--- config.mk ---
export PLATFORM = sky130hd
export DESIGN_NAME = dtc_timers
export DESIGN_NICKNAME = d
export VERILOG_FILES = /design/src/verilog/dtc_pkg.sv /design/src/verilog/dtc_timers.sv
export SDC_FILE = /design/constraint.sdc
export NUM_CORES = 1
export LEC_CHECK = 0
export ABC_CLOCK_PERIOD_IN_PS = 7400
export BUFFER_PORTS_ARGS = -buffer_cell sky130_fd_sc_hd__buf_4
export CAP_MARGIN = 0
export CORE_ASPECT_RATIO = 0.7
export CORE_MARGIN = 5
export CORE_UTILIZATION = 50
export DETAILED_ROUTE_END_ITERATION = 16
export PLACE_DENSITY = 0.73
export SYNTH_ARGS = -nofsm -noshare
export SYNTH_HDL_FRONTEND = slang
export SYNTH_SLANG_ARGS = --single-unit
export TNS_END_PERCENT = 100
--- constraint.sdc ---
create_clock -name mclk -period 7.4 [get_ports mclk]
set_input_delay 0 -clock mclk [delete_from_list [all_inputs] [get_ports mclk]]
set_output_delay 0 -clock mclk [all_outputs]
set_load 0.05 [all_outputs]
--- src/verilog/dtc_pkg.sv ---
package dtc_pkg;

    // Register indices; byte address is four times the index
    localparam logic [7:0] IDX_CTRL = 8'h88;
    localparam logic [7:0] IDX_MODE = 8'h89;
    localparam logic [7:0] IDX_LO_A = 8'h8a;
    localparam logic [7:0] IDX_LO_B = 8'h8b;
    localparam logic [7:0] IDX_HI_A = 8'h8c;
    localparam logic [7:0] IDX_HI_B = 8'h8d;
    localparam logic [7:0] IDX_LATCH = 8'hb0;

    localparam logic [7:0] CTRL_RST = 8'h00;
    localparam logic [7:0] MODE_RST = 8'h00;
    localparam logic [7:0] CNT_RST = 8'h00;
    localparam logic [7:0] LATCH_RST = 8'hff;

    // Control register fields
    localparam int BIT_OVF_B = 7;
    localparam int BIT_RUN_B = 6;
    localparam int BIT_OVF_A = 5;
    localparam int BIT_RUN_A = 4;

    // Mode register fields
    localparam int BIT_GATE_B = 7;
    localparam int BIT_CNT_B = 6;
    localparam int MODE_B_LSB = 4;
    localparam int BIT_GATE_A = 3;
    localparam int BIT_CNT_A = 2;
    localparam int MODE_A_LSB = 0;

    // Port latch bits enabling the alternate pin functions
    localparam int LB_IRQ_A = 2;
    localparam int LB_IRQ_B = 3;
    localparam int LB_CNT_A = 4;
    localparam int LB_CNT_B = 5;

    // Machine cycle of twelve clocks; phase = 2*(state-1)+(p-1)
    localparam logic [3:0] MC_CLKS = 4'hc;
    localparam logic [3:0] PH_LAST = MC_CLKS - 4'h1;
    localparam logic [3:0] PH_SAMPLE = 4'h9;
    localparam logic [3:0] PH_UPDATE = 4'h4;

    typedef enum logic [1:0] {
        MODE_13 = 2'h0,
        MODE_16 = 2'h1,
        MODE_RELOAD = 2'h2,
        MODE_SPLIT = 2'h3
    } dtc_mode_e;

    typedef struct packed {
        logic second_ext_irq_pin;
        logic first_ext_irq_pin;
        logic second_count_input_pin;
        logic first_count_input_pin;
    } dtc_pins_s;

    typedef struct packed {
        logic [7:0] hi;
        logic [7:0] lo;
        logic ovf;
    } dtc_cnt_s;

endpackage

--- src/verilog/dtc_timers.sv ---
// Chosen here: the Wishbone interface to the registers.
`timescale 1ns/1ps

// Notes on behaviour
// - Two timers, each high and low byte
// - Timer function ticks once per twelve clocks
// - Pin sampled per machine cycle, falling edge counts
// - Edge count shows at update phase next cycle
// - Edge recognition spans two machine cycles
// - Gate bit adds irq pin high condition
// - Function bit picks pin or machine cycles
// - Mode 0: high byte plus 5-bit prescaler
// - Mode 1: cascaded 16-bit counter
// - Mode 2: low byte reloads from high
// - Second timer in mode 3 holds count
// - First timer split; high uses second controls
// - Mode register: second upper, first lower
// - Control low nibble does not affect timers
// - Pin functions need port latch bit set
// - Overflow sets flag; vector acknowledge clears
// - Run bit starts and stops timer
// - Reload leaves high byte unchanged
module dtc_timers #(
    parameter int AW = 10
) (
    input wire logic mclk,
    input wire logic reset,
    input wire logic wb_cyc_i,
    input wire logic wb_stb_i,
    input wire logic wb_we_i,
    input wire logic [AW-1:0] wb_adr_i,
    input wire logic [3:0] wb_sel_i,
    input wire logic [31:0] wb_dat_i,
    output logic [31:0] wb_dat_o,
    output logic wb_ack_o,
    input wire dtc_pkg::dtc_pins_s pins,
    input wire logic first_vector_ack,
    input wire logic second_vector_ack,
    output logic first_timer_overflow_flag,
    output logic second_timer_overflow_flag
);

    logic [3:0] phase_ff;
    logic [7:0] ctrl_ff;
    logic [7:0] mode_ff;
    logic [7:0] latch_ff;
    logic [7:0] lo_a_ff;
    logic [7:0] hi_a_ff;
    logic [7:0] lo_b_ff;
    logic [7:0] hi_b_ff;
    logic [1:0] smp_ff;
    logic [1:0] fall_ff;
    logic ack_ff;
    logic [31:0] dat_ff;
    logic sample_en;
    logic update_en;
    logic cnt_pin_a;
    logic cnt_pin_b;
    logic irq_pin_a;
    logic irq_pin_b;
    logic run_a;
    logic run_b;
    logic tick_a;
    logic tick_b;
    logic tick_hi_a;
    logic split_a;
    logic [8:0] hi_a_inc;
    dtc_pkg::dtc_mode_e mode_a;
    dtc_pkg::dtc_mode_e mode_b;
    dtc_pkg::dtc_cnt_s res_a;
    dtc_pkg::dtc_cnt_s res_b;
    logic acc;
    logic wr;
    logic [7:0] idx;
    logic [7:0] rd_mux;
    logic wr_ctrl;
    logic wr_lo_a;
    logic wr_hi_a;
    logic wr_lo_b;
    logic wr_hi_b;
    logic set_a;
    logic set_b;

    ////////////////////////////////////////////////////////////////////
    // Counting step for modes 0 to 2; mode 3 counts the low byte alone

    function automatic dtc_pkg::dtc_cnt_s step(
        input dtc_pkg::dtc_mode_e md,
        input logic [7:0] hi,
        input logic [7:0] lo,
        input logic inc
    );
        dtc_pkg::dtc_cnt_s s;
        s.hi = hi;
        s.lo = lo;
        s.ovf = 1'b0;
        if (inc)
        begin
            case (md)
                dtc_pkg::MODE_13:
                    {s.ovf, s.hi, s.lo[4:0]} = {1'b0, hi, lo[4:0]} + 14'h1;
                dtc_pkg::MODE_16:
                    {s.ovf, s.hi, s.lo} = {1'b0, hi, lo} + 17'h1;
                dtc_pkg::MODE_RELOAD:
                begin
                    {s.ovf, s.lo} = {1'b0, lo} + 9'h1;
                    if (s.ovf)
                        s.lo = hi;
                end
                default:
                    {s.ovf, s.lo} = {1'b0, lo} + 9'h1;
            endcase
        end
        return s;
    endfunction

    ////////////////////////////////////////////////////////////////////
    // Machine cycle phases

    always_ff @(posedge mclk)
    begin
        if (reset || phase_ff == dtc_pkg::PH_LAST)
            phase_ff <= 4'h0;
        else
            phase_ff <= phase_ff + 4'h1;
    end

    assign sample_en = phase_ff == dtc_pkg::PH_SAMPLE;
    assign update_en = phase_ff == dtc_pkg::PH_UPDATE;

    assign cnt_pin_a = pins.first_count_input_pin
                       & latch_ff[dtc_pkg::LB_CNT_A];
    assign cnt_pin_b = pins.second_count_input_pin
                       & latch_ff[dtc_pkg::LB_CNT_B];
    assign irq_pin_a = pins.first_ext_irq_pin & latch_ff[dtc_pkg::LB_IRQ_A];
    assign irq_pin_b = pins.second_ext_irq_pin
                       & latch_ff[dtc_pkg::LB_IRQ_B];

    always_ff @(posedge mclk)
    begin
        if (reset)
        begin
            smp_ff <= 2'h0;
            fall_ff <= 2'h0;
        end
        else if (sample_en)
        begin
            smp_ff <= {cnt_pin_b, cnt_pin_a};
            fall_ff <= smp_ff & ~{cnt_pin_b, cnt_pin_a};
        end
    end

    ////////////////////////////////////////////////////////////////////
    // Run and tick decisions

    assign mode_a = dtc_pkg::dtc_mode_e'(mode_ff[dtc_pkg::MODE_A_LSB +: 2]);
    assign mode_b = dtc_pkg::dtc_mode_e'(mode_ff[dtc_pkg::MODE_B_LSB +: 2]);
    assign split_a = mode_a == dtc_pkg::MODE_SPLIT;

    assign run_a = ctrl_ff[dtc_pkg::BIT_RUN_A]
                   & (~mode_ff[dtc_pkg::BIT_GATE_A] | irq_pin_a);
    assign run_b = ctrl_ff[dtc_pkg::BIT_RUN_B]
                   & (~mode_ff[dtc_pkg::BIT_GATE_B] | irq_pin_b);

    assign tick_a = update_en & run_a
                    & (~mode_ff[dtc_pkg::BIT_CNT_A] | fall_ff[0]);
    assign tick_b = update_en & run_b
                    & (~mode_ff[dtc_pkg::BIT_CNT_B] | fall_ff[1])
                    & (mode_b != dtc_pkg::MODE_SPLIT);
    assign tick_hi_a = update_en & split_a & ctrl_ff[dtc_pkg::BIT_RUN_B];
    assign hi_a_inc = {1'b0, hi_a_ff} + {8'h0, tick_hi_a};

    assign res_a = step(mode_a, hi_a_ff, lo_a_ff, tick_a);
    assign res_b = step(mode_b, hi_b_ff, lo_b_ff, tick_b);

    // Second timer loses its flag while the first is split
    assign set_a = res_a.ovf;
    assign set_b = split_a ? hi_a_inc[8] : res_b.ovf;

    ////////////////////////////////////////////////////////////////////
    // Wishbone slave: one wait state, unmapped reads give zero

    assign acc = wb_cyc_i & wb_stb_i & ~ack_ff;
    assign wr = acc & wb_we_i & wb_sel_i[0];
    assign idx = wb_adr_i[9:2];
    assign wr_ctrl = wr && idx == dtc_pkg::IDX_CTRL;
    assign wr_lo_a = wr && idx == dtc_pkg::IDX_LO_A;
    assign wr_hi_a = wr && idx == dtc_pkg::IDX_HI_A;
    assign wr_lo_b = wr && idx == dtc_pkg::IDX_LO_B;
    assign wr_hi_b = wr && idx == dtc_pkg::IDX_HI_B;

    always_comb
    begin
        case (idx)
            dtc_pkg::IDX_CTRL: rd_mux = ctrl_ff;
            dtc_pkg::IDX_MODE: rd_mux = mode_ff;
            dtc_pkg::IDX_LO_A: rd_mux = lo_a_ff;
            dtc_pkg::IDX_LO_B: rd_mux = lo_b_ff;
            dtc_pkg::IDX_HI_A: rd_mux = hi_a_ff;
            dtc_pkg::IDX_HI_B: rd_mux = hi_b_ff;
            dtc_pkg::IDX_LATCH: rd_mux = latch_ff;
            default: rd_mux = 8'h00;
        endcase
    end

    always_ff @(posedge mclk)
    begin
        if (reset)
        begin
            ack_ff <= 1'b0;
            dat_ff <= 32'h0;
        end
        else
        begin
            ack_ff <= acc;
            if (acc)
                dat_ff <= {24'h0, rd_mux};
        end
    end

    assign wb_ack_o = ack_ff;
    assign wb_dat_o = dat_ff;

    ////////////////////////////////////////////////////////////////////
    // Configuration registers

    always_ff @(posedge mclk)
    begin
        if (reset)
            mode_ff <= dtc_pkg::MODE_RST;
        else if (wr && idx == dtc_pkg::IDX_MODE)
            mode_ff <= wb_dat_i[7:0];
    end

    always_ff @(posedge mclk)
    begin
        if (reset)
            latch_ff <= dtc_pkg::LATCH_RST;
        else if (wr && idx == dtc_pkg::IDX_LATCH)
            latch_ff <= wb_dat_i[7:0];
    end

    // plain storage bits; flags set over clear
    always_ff @(posedge mclk)
    begin
        if (reset)
            ctrl_ff <= dtc_pkg::CTRL_RST;
        else
        begin
            if (wr_ctrl)
                ctrl_ff <= wb_dat_i[7:0];
            ctrl_ff[dtc_pkg::BIT_OVF_A] <= set_a | (wr_ctrl
                ? wb_dat_i[dtc_pkg::BIT_OVF_A]
                : ctrl_ff[dtc_pkg::BIT_OVF_A] & ~first_vector_ack);
            ctrl_ff[dtc_pkg::BIT_OVF_B] <= set_b | (wr_ctrl
                ? wb_dat_i[dtc_pkg::BIT_OVF_B]
                : ctrl_ff[dtc_pkg::BIT_OVF_B] & ~second_vector_ack);
        end
    end

    assign first_timer_overflow_flag = ctrl_ff[dtc_pkg::BIT_OVF_A];
    assign second_timer_overflow_flag = ctrl_ff[dtc_pkg::BIT_OVF_B];

    ////////////////////////////////////////////////////////////////////
    // Count bytes

    always_ff @(posedge mclk)
    begin
        if (reset)
        begin
            lo_a_ff <= dtc_pkg::CNT_RST;
            hi_a_ff <= dtc_pkg::CNT_RST;
            lo_b_ff <= dtc_pkg::CNT_RST;
            hi_b_ff <= dtc_pkg::CNT_RST;
        end
        else
        begin
            lo_a_ff <= wr_lo_a ? wb_dat_i[7:0] : res_a.lo;
            lo_b_ff <= wr_lo_b ? wb_dat_i[7:0] : res_b.lo;
            hi_b_ff <= wr_hi_b ? wb_dat_i[7:0] : res_b.hi;
            if (wr_hi_a)
                hi_a_ff <= wb_dat_i[7:0];
            else
                hi_a_ff <= split_a ? hi_a_inc[7:0] : res_a.hi;
        end
    end
endmodule

# Yosys cells after proc, flatten, opt, wreduce, memory -nomap -nowiden
# Index checks and enable logic that the tools add are counted.
[word_totals]
ff_bits = 73
in_bits = 57
out_inout_bits = 35
wordCells = 114
[classes]
n_addsub = 8
n_eq_ne = 18
mux = 19
bitwise = 34
n_reduce_logical = 20
[ops]
columns = ["operator", "count"]
rows = [
  ["equality test 8 bit (second input constant)", 7],
  ["two-way mux 8 bit", 7],
  ["case mux 8 bit (7 select lines)", 1],
  ["case mux 6 bit (3 select lines)", 2],
  ["adder 16 x 1 -> 17 bit (second input constant)", 2],
  ["two-way mux 17 bit", 2],
  ["case mux 8 bit (2 select lines)", 2],
  ["adder 13 x 1 -> 14 bit (second input constant)", 2],
  ["bitwise AND 1 bit", 19],
  ["adder 8 x 1 -> 9 bit (second input constant)", 2],
  ["case mux 3 bit (3 select lines)", 2],
  ["adder 8 x 1 -> 9 bit", 1],
  ["equality test 4 bit (second input constant)", 2],
  ["AND reduction 2 bit", 4],
  ["logical AND 1 bit", 7],
  ["NOT 1 bit", 7],
  ["equality test 2 bit (second input constant)", 3],
  ["!= test 2 bit (second input constant)", 3],
  ["bitwise OR 1 bit", 6],
  ["nonzero test 2 bit", 3],
  ["nonzero test 3 bit", 2],
  ["adder 4 x 1 -> 4 bit (second input constant)", 1],
  ["equality test 2 x 1 -> 1 bit (second input constant)", 2],
  ["equality test 4 x 3 -> 1 bit (second input constant)", 1],
  ["other kinds (6)", 9],
]

# Logic depth before layout (Yosys ltp)
# Gate-level depths: netlist of the first run.
[depth]
word_depth = 9
depth_mapped = 11
depth_no_buf = 11

# Worst setup path after synthesis of the first run
# OpenSTA, ideal clock, no wires.
[synth_path]
kind = "register to register"
from = "register mode_ff[0]"
to = "register hi_a_ff[6]"
setup_ps = 130
t_arrival_ps = 2264
t_required_ps = 7270
slack_ps = 5005
stages_incl_launch_ff = 12
n_path_buf = 2
period_less_slack_ps = 2395
cell_sequence = "dfxtp_1 -> ha_1 -> clkbuf_1 -> clkbuf_1 -> and3_1 -> ha_1 -> ha_1 -> nand3_1 -> nor2_1 -> xor2_1 -> a221oi_1 -> nor3_2"
[synth_between]
elab_chain_len = 6
[synth_lines]
columns = ["item", "line", "text"]
rows = [
  ["start: declaration", "dtc_timers.sv:45", "logic [7:0] mode_ff;"],
  ["start signal: assignment", "dtc_timers.sv:230", "mode_ff <= dtc_pkg::MODE_RST;"],
  ["start signal: assignment", "dtc_timers.sv:232", "mode_ff <= wb_dat_i[7:0];"],
  ["equality test 2 bit", "dtc_timers.sv:158", "assign split_a = mode_a == dtc_pkg::MODE_SPLIT;"],
  ["bitwise AND 1 bit (2 in a row)", "dtc_timers.sv:170", "assign tick_hi_a = update_en & split_a & ctrl_ff[dtc_pkg::BIT_RUN_B];"],
  ["adder 8 x 1 -> 9 bit", "dtc_timers.sv:171", "assign hi_a_inc = {1'b0, hi_a_ff} + {8'h0, tick_hi_a};"],
  ["two-way mux 8 bit", "dtc_timers.sv:284", "hi_a_ff <= split_a ? hi_a_inc[7:0] : res_a.hi;"],
  ["two-way mux 8 bit", "dtc_timers.sv:281", "if (wr_hi_a)"],
  ["end signal: assignment", "dtc_timers.sv:272", "hi_a_ff <= dtc_pkg::CNT_RST;"],
  ["end signal: assignment", "dtc_timers.sv:282", "hi_a_ff <= wb_dat_i[7:0];"],
  ["end signal: assignment", "dtc_timers.sv:284", ""],
  ["end: declaration", "dtc_timers.sv:48", "logic [7:0] hi_a_ff;"],
]
# Several ways; a longest one is shown, not always the timed one. The select of a mux whose other input is x is not followed.
# A chain may end at the register's enable or synchronous reset.

# Final worst setup path of the first run
# Same ends and word-level chain as after synthesis.

==> summary.md, run 1 <==
| Metric | Value |
|---|---|
| Outcome | finished, final reports clean |
| Tcrit/Tclk final | between 30% and 40% |
| PortBufs | 38 |
| Synth top area cells | dfxtp_1, nand2_1, nor2_1 |
| Post-synthesis register bit count | between 70 and 80 |
| Post-synth ARST share | 0% |
| Cell Area, Synth | roughly 5000 sq um |
| Post-synth EDFFs | 0 |
| DRC | 0 |
| Register area share after synthesis | between 20 and 30% |
| Core area | around 10000 sq um |
| CTS Root Cell | clkbuf_16 |
| Hold Path Origin | wb_dat_i[5] |
| Via count | about 5,000 |
| Die area | about 12,000 sq um |
| Cell Pwr Density | 170.3 nW/um^2 |
| MaxCap Viol Count | 0 |
| Share of layout cells above drive strength 1 | between 10 and 15% |
| Multi-input gate area | between 3000 and 4000 sq um |
| Worst Path Max Fanout | 19 |
| Share of the synthesized area in the top cell type | 29.10% |
| Worst EP required | approximately 7.6 ns |
| Synth Flop Type | dfxtp_1 |
| Clock slew at reported path FFs | approximately 0.06 ns |
| Via density | 6.518 |
| Worst setup SP type | register |
| Crit Reg-Reg Endpoint | hi_a_ff[6] |
| Worst Clk Skew | about 0.005 ns |
| Die W | 129.8 um |
| Fmax | around 350 MHz |
| Number of fill cells | between 800 and 900 |
| Critical path endpoint category | register |
| Setup Fix Bufs, Post-CTS | 0 |
| Area grow syn2layout | 11.86% |
| Largest net degree at the start of global routing | approximately 60 |
| Mapped Cells | 621 |
| DP HPWL | 11,400 um |
| Diode count | 0 |
| Worst relative slew slack | 38.49% |
| Unrepaired setup endpoints after global routing | no |
| CTS buffer count | 9 |
| Register area | between 1000 and 1500 sq um |
| Die Height | ~94 um |
| Worst vdd ir | 125.4 uV |
| Hold Path Sink | lo_a_ff[5] |
| Initial DRC count | just over 800 |
| Post_cts resized | 0 |
| H-tree depth | 3 |
| Row Count | 30 |
| Leading area contributor after synthesis | dfxtp_1 |
| Number of global-route vias before repair | 4,464 |
| Critical setup path kind | reg2reg |
| Initial Util | 51.46% |
| Fin crit period | between 2 and 3 ns |
| Hold WC Path Type | in2reg |
| CTS Buffer Depth | 2 |
| Fin. Hold Viols | 0 |
| Number of I/O pins | slightly above 90 |
| Ys Warns | 0 |
| Worst Reg-to-Reg Cells | 9 |
| Commonest non-fill, non-tap cell in the layout | dfxtp_1 |
| # clock sinks | 73 |
| Leakage | around 0.0021 uW |
| Most frequent cells in the layout | dfxtp_1, nand2_1, nor2_1 |
| Final setup fails | 0 |
| First-pass GRT wire length | between 20,000 and 25,000 um |
| Initial antenna violation count | 0 |
| Worst Max-Slew Pin Slew | between 0.9 and 1 ns |
| Reg2Reg Launch Point | mode_ff[0] |
| Flop2flop setup slack | between 4 and 5 ns |
| CTS tree | done |
| Fin nets | just over 700 |
| Worst EP arrival | slightly above 3 ns |
| Gpl congestion | 0.9440 |
| Antenna-violating nets left | 0 |
| Post-DP Area | 5187 sq um |
| Avg WL per Cell | roughly 20 um |
| Clk_lat worst skew | 0.34 ns |
| First-pass iteration count of the detailed router | 5 |
| Cell variety after synth | just over 70 |
| GRT Util Overall | 25.50% |
| Final WL | around 16,000 um |
| Setup TNS | 0 ns |
| Grt ovf | 0 |
| Pins Over Slew Limit | 0 |
| Worst Hold Depth | 3 |
| Final Cell Area | approximately 5600 sq um |
| Avg Inst Size Synth | between 8 and 9 sq um |
==> how the worst max path moves through the flow <==
stage	cells after the start	to	startpoint
after floorplan	11	hi_a_ff[6]	mode_ff[0]
after global placement	9	hi_a_ff[6]	mode_ff[0]
after detailed placement	9	hi_a_ff[6]	mode_ff[0]
after CTS	9	hi_a_ff[6]	mode_ff[0]
after global routing	9	hi_a_ff[6]	mode_ff[0]
final	9	hi_a_ff[6]	mode_ff[0]
==> metal layers <==
layer,wire (um),global-route usage (%),share of wire (%)
met5,0,0,0
met4,417,9.429,2.7
met3,2088,7.955,13
met2,6519,35.72,42
met1,6667,36.37,42
==> cells in the mapped netlist (15+ instances only) <==
master	count
dfxtp_1	73
nand2_1	64
nor2_1	61
a21oi_1	34
nand3_1	30
clkbuf_1	28
buf_4	25
o21ai_0	24
mux2i_1	17
nand4_1	17
xnor2_1	16
ha_1	15
==> sequential cells by signal (all words and copies together), names as in the netlist <==
name,flops
latch_ff,8
hi_b_ff,8
hi_a_ff,8
smp_ff,2
mode_ff,8
wb_ack_o,1
phase_ff,4
lo_b_ff,8
ctrl_ff,8
fall_ff,2
wb_dat_o,8
lo_a_ff,8
==> final cells by class <==
type / instances / area share, %
clock buffers: 10 / 4.076
clock inverters: 6 / 1.626
inverters: 13 / 0.8686
multi-input cells: 491 / 57.39
flip-flops and latches: 73 / 26.01
well taps: 128 / 2.851
repair buffers: 50 / 7.171
==> cell families (layout without fill, tap and decap cells) <==
kind of cell	count (synthesis)	count (layout)	synth area share, %
fa+ha+maj	15	15	3.737
other cells	1	24	0.07467
compound gates	144	144	20.48
flops	73	73	29.10
mux	26	26	6.527
simple gates	253	253	26.61
buf+inv	80	79	8.420
xor+xnor	29	29	5.057
==> per-stage QoR <==
| step | setup WS, ns | util, % | std cells | power, uW | hold WS (ns) |
|---|---|---|---|---|---|
| global placement | 4.701 | 53.15 | 744 | 482.4 | 0.3246 |
| finish | 4.554 | 57.56 | 771 | 956.7 | 0.03352 |
| CTS | 4.640 | 57.56 | 771 | 959.5 | 0.009934 |
| floorplan | 5.005 | - | 644 | 466.9 | 0.1272 |
| detailed placement | 4.660 | 53.15 | 744 | 484.1 | 0.3231 |
| global route | 4.500 | 57.56 | 771 | 981.5 | 0.02744 |
==> what timing repair did <==
action,CTS,global route
hold buffers,11,0
hold endpoints to repair,21,0
endpoints found under the setup margin,0,0
==> critical path: stages (launching register included) <==
cell	delay (ns)
dfxtp_1	0.42
ha_1	0.68
and3_1	0.33
ha_1	0.21
ha_1	0.19
nand3_1	0.12
nor2_1	0.30
xor2_1	0.11
a221oi_1	0.31
nor3_2	0.06
==> power breakdown <==
group          switching [uW]  internal (uW)
Sequential               3.05            395
Clock                     178            296
Combinational            62.3           21.8
(Power assumes the default switching activity.)
==> inputs of run 2 (changes only) <==
ABC_AREA = 1   (was default)
ABC_CLOCK_PERIOD_IN_PS = 2400   (was 7400)
PLACE_DENSITY = 0.75   (was 0.73)
clock period = 2.4 ns   (was 7.4 ns; I/O delays follow)
==> summary.md, run 2 <==
| Metric | Value |
|---|---|
| Critical path endpoint category | register |
| Synth top area cells | dfxtp_1, nand2_1, nand3_1 |
| DP HPWL | 13,060 um (+15%) |
| XOR/XNOR Fraction of Synth Area | 1.950% (-3.1 points) |
| PortBufs | 38 (unchanged) |
| Final setup fails | 0 (unchanged) |
| Commonest cells post-synth | nand2_1, inv_1, nand3_1, nor2_1, dfxtp_1 |
| MaxCap Viol Count | 0 (unchanged) |
| Initial antenna violation count | 0 (unchanged) |
| Post-synth EDFFs | 0 (unchanged) |
| Post-Synth Simple-Gate Area | 37.47% (+11 points) |
| Leading area contributor after synthesis | dfxtp_1 |
| Power share of the combinational group | 9.1% (+0.3 points) |
| Largest family of logic cells by synthesized area | simple AND/OR/NAND/NOR gates |
| Worst setup SP type | register |
| Unrepaired setup endpoints after global routing | no |
| Pins Over Slew Limit | 0 (unchanged) |
| Mapped Cells | 850 (+37%) |
| CTS Root Cell | clkbuf_16 |
| First-pass iteration count of the detailed router | 8 (+3) |
| Worst Clk Skew | 0.006681 ns (+0.001648 ns) |
| H-tree depth | 3 (unchanged) |
| Worst setup path start | phase_ff[0] |
| Worst EP arrival | 2.42 ns (-0.63 ns) |
| Worst Path Max Fanout | 5 (-14) |
| Gpl congestion | 0.9901 (+4.9%) |
| Cell Area, Synth | 5390 sq um (+7.3%) |
| Number of I/O pins | 92 (unchanged) |
| CP most frequent cell | ha_1 |
| Worst vdd ir | 439.3 uV (+250%) |
| Multiplexer area fraction after synthesis | 0% (-6.5 points) |
| Antenna-violating nets left | 0 (unchanged) |
| Number of global-route vias before repair | 5,066 (+13%) |
| Synth Flop Type | dfxtp_1 |
| Hold WC Path Type | in2reg |
| Post-synth ARST share | 0% (unchanged) |
| Worst Slack Setup Final | 0.2170 ns (-4.337 ns) |
| Share of layout cells above drive strength 1 | 11.23% (-2.6 points) |
| Hold Path Origin | wb_dat_i[4] |
| Leakage | 0.002646 uW (+25%) |
| Avg Inst Size Synth | 6.341 sq um (-22%) |
| Fin crit period | 2.183 ns (-0.6627 ns) |
| Share of the synthesized area in the top cell type | 27.11% (-2.0 points) |
| Row Count | 31 (+3.3%) |
| Die W | 134.1 um (+3.3%) |
| Fin nets | 966 (+36%) |
| Final hold slack | 0.01183 ns (-0.02169 ns) |
| Clock slew at reported path FFs | 0.06 ns (about the same) |
| Crit-path slowest cell | dfxtp_1 |
| Grt ovf | 0 (unchanged) |
| Die area | 12,990 sq um (+6.6%) |
| Clock share of power | 48.4% (-1.2 points) |
| Most numerous cell in the Yosys netlist | nand2_1 |
| Cell Pwr Density | 473.6 nW/um^2 (+180%) |
| Via density | 5.661 (-13%) |
| Critical setup path kind | reg2reg |
| Dpl ws | 0.3083 ns (-4.351 ns) |
| CTS Buffer Depth | 2 (unchanged) |
| Outcome | finished, final reports clean |
| Placed cell count | 1,007 (+35%) |
| DRC | 0 (unchanged) |
| Avg WL per Cell | 16.75 um (-18%) |
| Initial Util | 51.66% (+0.20 points) |
| Most frequent cells in the layout | nand2_1, inv_1, nand3_1 |
| Compound-gate portion of the synthesized area | 17.50% (-3.0 points) |
| Synth Area in Adders | 3.482% (-0.26 points) |
| Fmax | 458.1 MHz (+30%) |
| Initial DRC count | 766 (-5.8%) |
| First-pass GRT wire length | 27,000 um (+12%) |
| # clock sinks | 73 (unchanged) |
| Setup Fix Bufs, Post-CTS | 0 (unchanged) |
| Worst path max stage delay | 0.35 ns (-0.33 ns) |
| Crit path cell chain | inv_1, ha_1, nand3_1, nor3_1, ha_1, ha_1, inv_1, nor2_1, nand2_1, xor2_1, a21oi_1, a21oi_1 |
| Area grow syn2layout | 12.84% |
| Worst relative slew slack | 64.51% (+26 points) |
| Tcrit/Tclk final | 90.96% (+53 points) |
| Number of fill cells | 1,047 (+17%) |
| Die Height | 96.87 um (+3.2%) |
| Setup TNS | 0 ns (unchanged) |
| Internal power | 2117 uW (+200%) |
| Core area | 10,430 sq um (+6.9%) |
| Largest net degree at the start of global routing | 35 (-41%) |
| Commonest non-fill, non-tap cell in the layout | nand2_1 |
| Non-Filler Instances | 1,031 (+34%) |
| Flop pwr share | 42.5% (+0.9 points) |
| Final WL | 17,270 um (+10%) |
| GRT Util Overall | 26.22% (+0.72 points) |
| Ys Warns | 0 (unchanged) |
| Worst EP required | 2.64 ns (-4.97 ns) |
| Sw Pwr | 763.6 uW (+210%) |
| Sw Share | 26.51% (+1.1 points) |
| Cell variety after synth | 42 (-41%) |
| Worst Max-Slew Pin Slew | 0.5304 ns (-0.3889 ns) |
| Fin. Hold Viols | 0 (unchanged) |
| Reg2Reg Launch Point | phase_ff[0] |
| Clk_lat worst skew | 0.35 ns (about the same) |
| CTS buffer count | 9 (unchanged) |
| CTS tree | done |
| Diode count | 0 (unchanged) |
| Post-synthesis register bit count | 73 (unchanged) |
| Via count | 5,836 (+16%) |
| Register area share after synthesis | 27.11% (-2.0 points) |
-- run 2: cell families after synthesis --
kind of cell,after synthesis
AO/OA/AOI/OAI,170
AND/OR/NAND/NOR,434
flip-flops,73
adder cells (fa/ha/maj),15
buffers and inverters,145
XOR/XNOR,12
other,1
-- run 2: final cells by class --
| type | count | area [sq um] | area share [%] |
|---|---|---|---|
| inverters | 101 | 379.1 | 6.233 |
| flip-flops and latches | 73 | 1461 | 24.03 |
| repair buffers | 54 | 425.4 | 6.994 |
| well taps | 132 | 165.2 | 2.715 |
| clock inverters | 6 | 66.31 | 1.090 |
| multi-input cells | 655 | 3346 | 55.01 |
| clock buffers | 10 | 239.0 | 3.929 |
-- run 2: power by group through the flow --
| stage | registers [uW] | logic [uW] | clock network [uW] |
|---|---|---|---|
| final | 1220 | 263 | 1390 |
| after CTS | 1220 | 258 | 1400 |
| after global placement | 1250 | 247 | 0 |
| after floorplan | 1250 | 195 | 0 |
| after global routing | 1220 | 276 | 1460 |
| after detailed placement | 1250 | 247 | 0 |
-- run 2: stage by stage --
stage               power (uW)  area, sq um  utilization (%)
floorplan                 1447         5477                -
global placement          1496         5697            54.60
detailed placement        1497         5697            54.60
CTS                       2885         6082            58.29
global route              2962         6082            58.29
finish                    2881         6082            58.29
-- run 2: path summary, 6_finish.rpt --
path | slack (ns) | endpoint | cells past startpoint
setup / recovery | 0.22 | hi_a_ff[6] | 12
hold / removal | 0.01 | ctrl_ff[4] | 3
setup reg to reg | 0.22 | hi_a_ff[6] | 12
hold reg to reg | 0.46 | fall_ff[0] | 2
-- run 2: routing by layer --
| layer | track usage [%] | routed length, um | vias up |
|---|---|---|---|
| met5 | 0 | 0 | - |
| met4 | 6.103 | 224 | 0 |
| met3 | 7.469 | 2210 | 25 |
| met2 | 36.05 | 6816 | 326 |
| met1 | 39.88 | 8016 | 2634 |
| li1 | - | - | 2851 |
-- run 2: worst max-delay path: cells and delay by family (launching register included) --
kind,cells,cell delay (ns)
simple gates,4,0.67
xor+xnor,1,0.15
flops,1,0.35
compound gates,2,0.22
fa+ha+maj,3,0.56
buf+inv,2,0.14
-- run 2: repair_timing --
| item | CTS | global route |
|---|---|---|
| hold buffers | 8 | 0 |
| hold endpoints to repair | 12 | 0 |
| resized for setup | 0 | 0 |
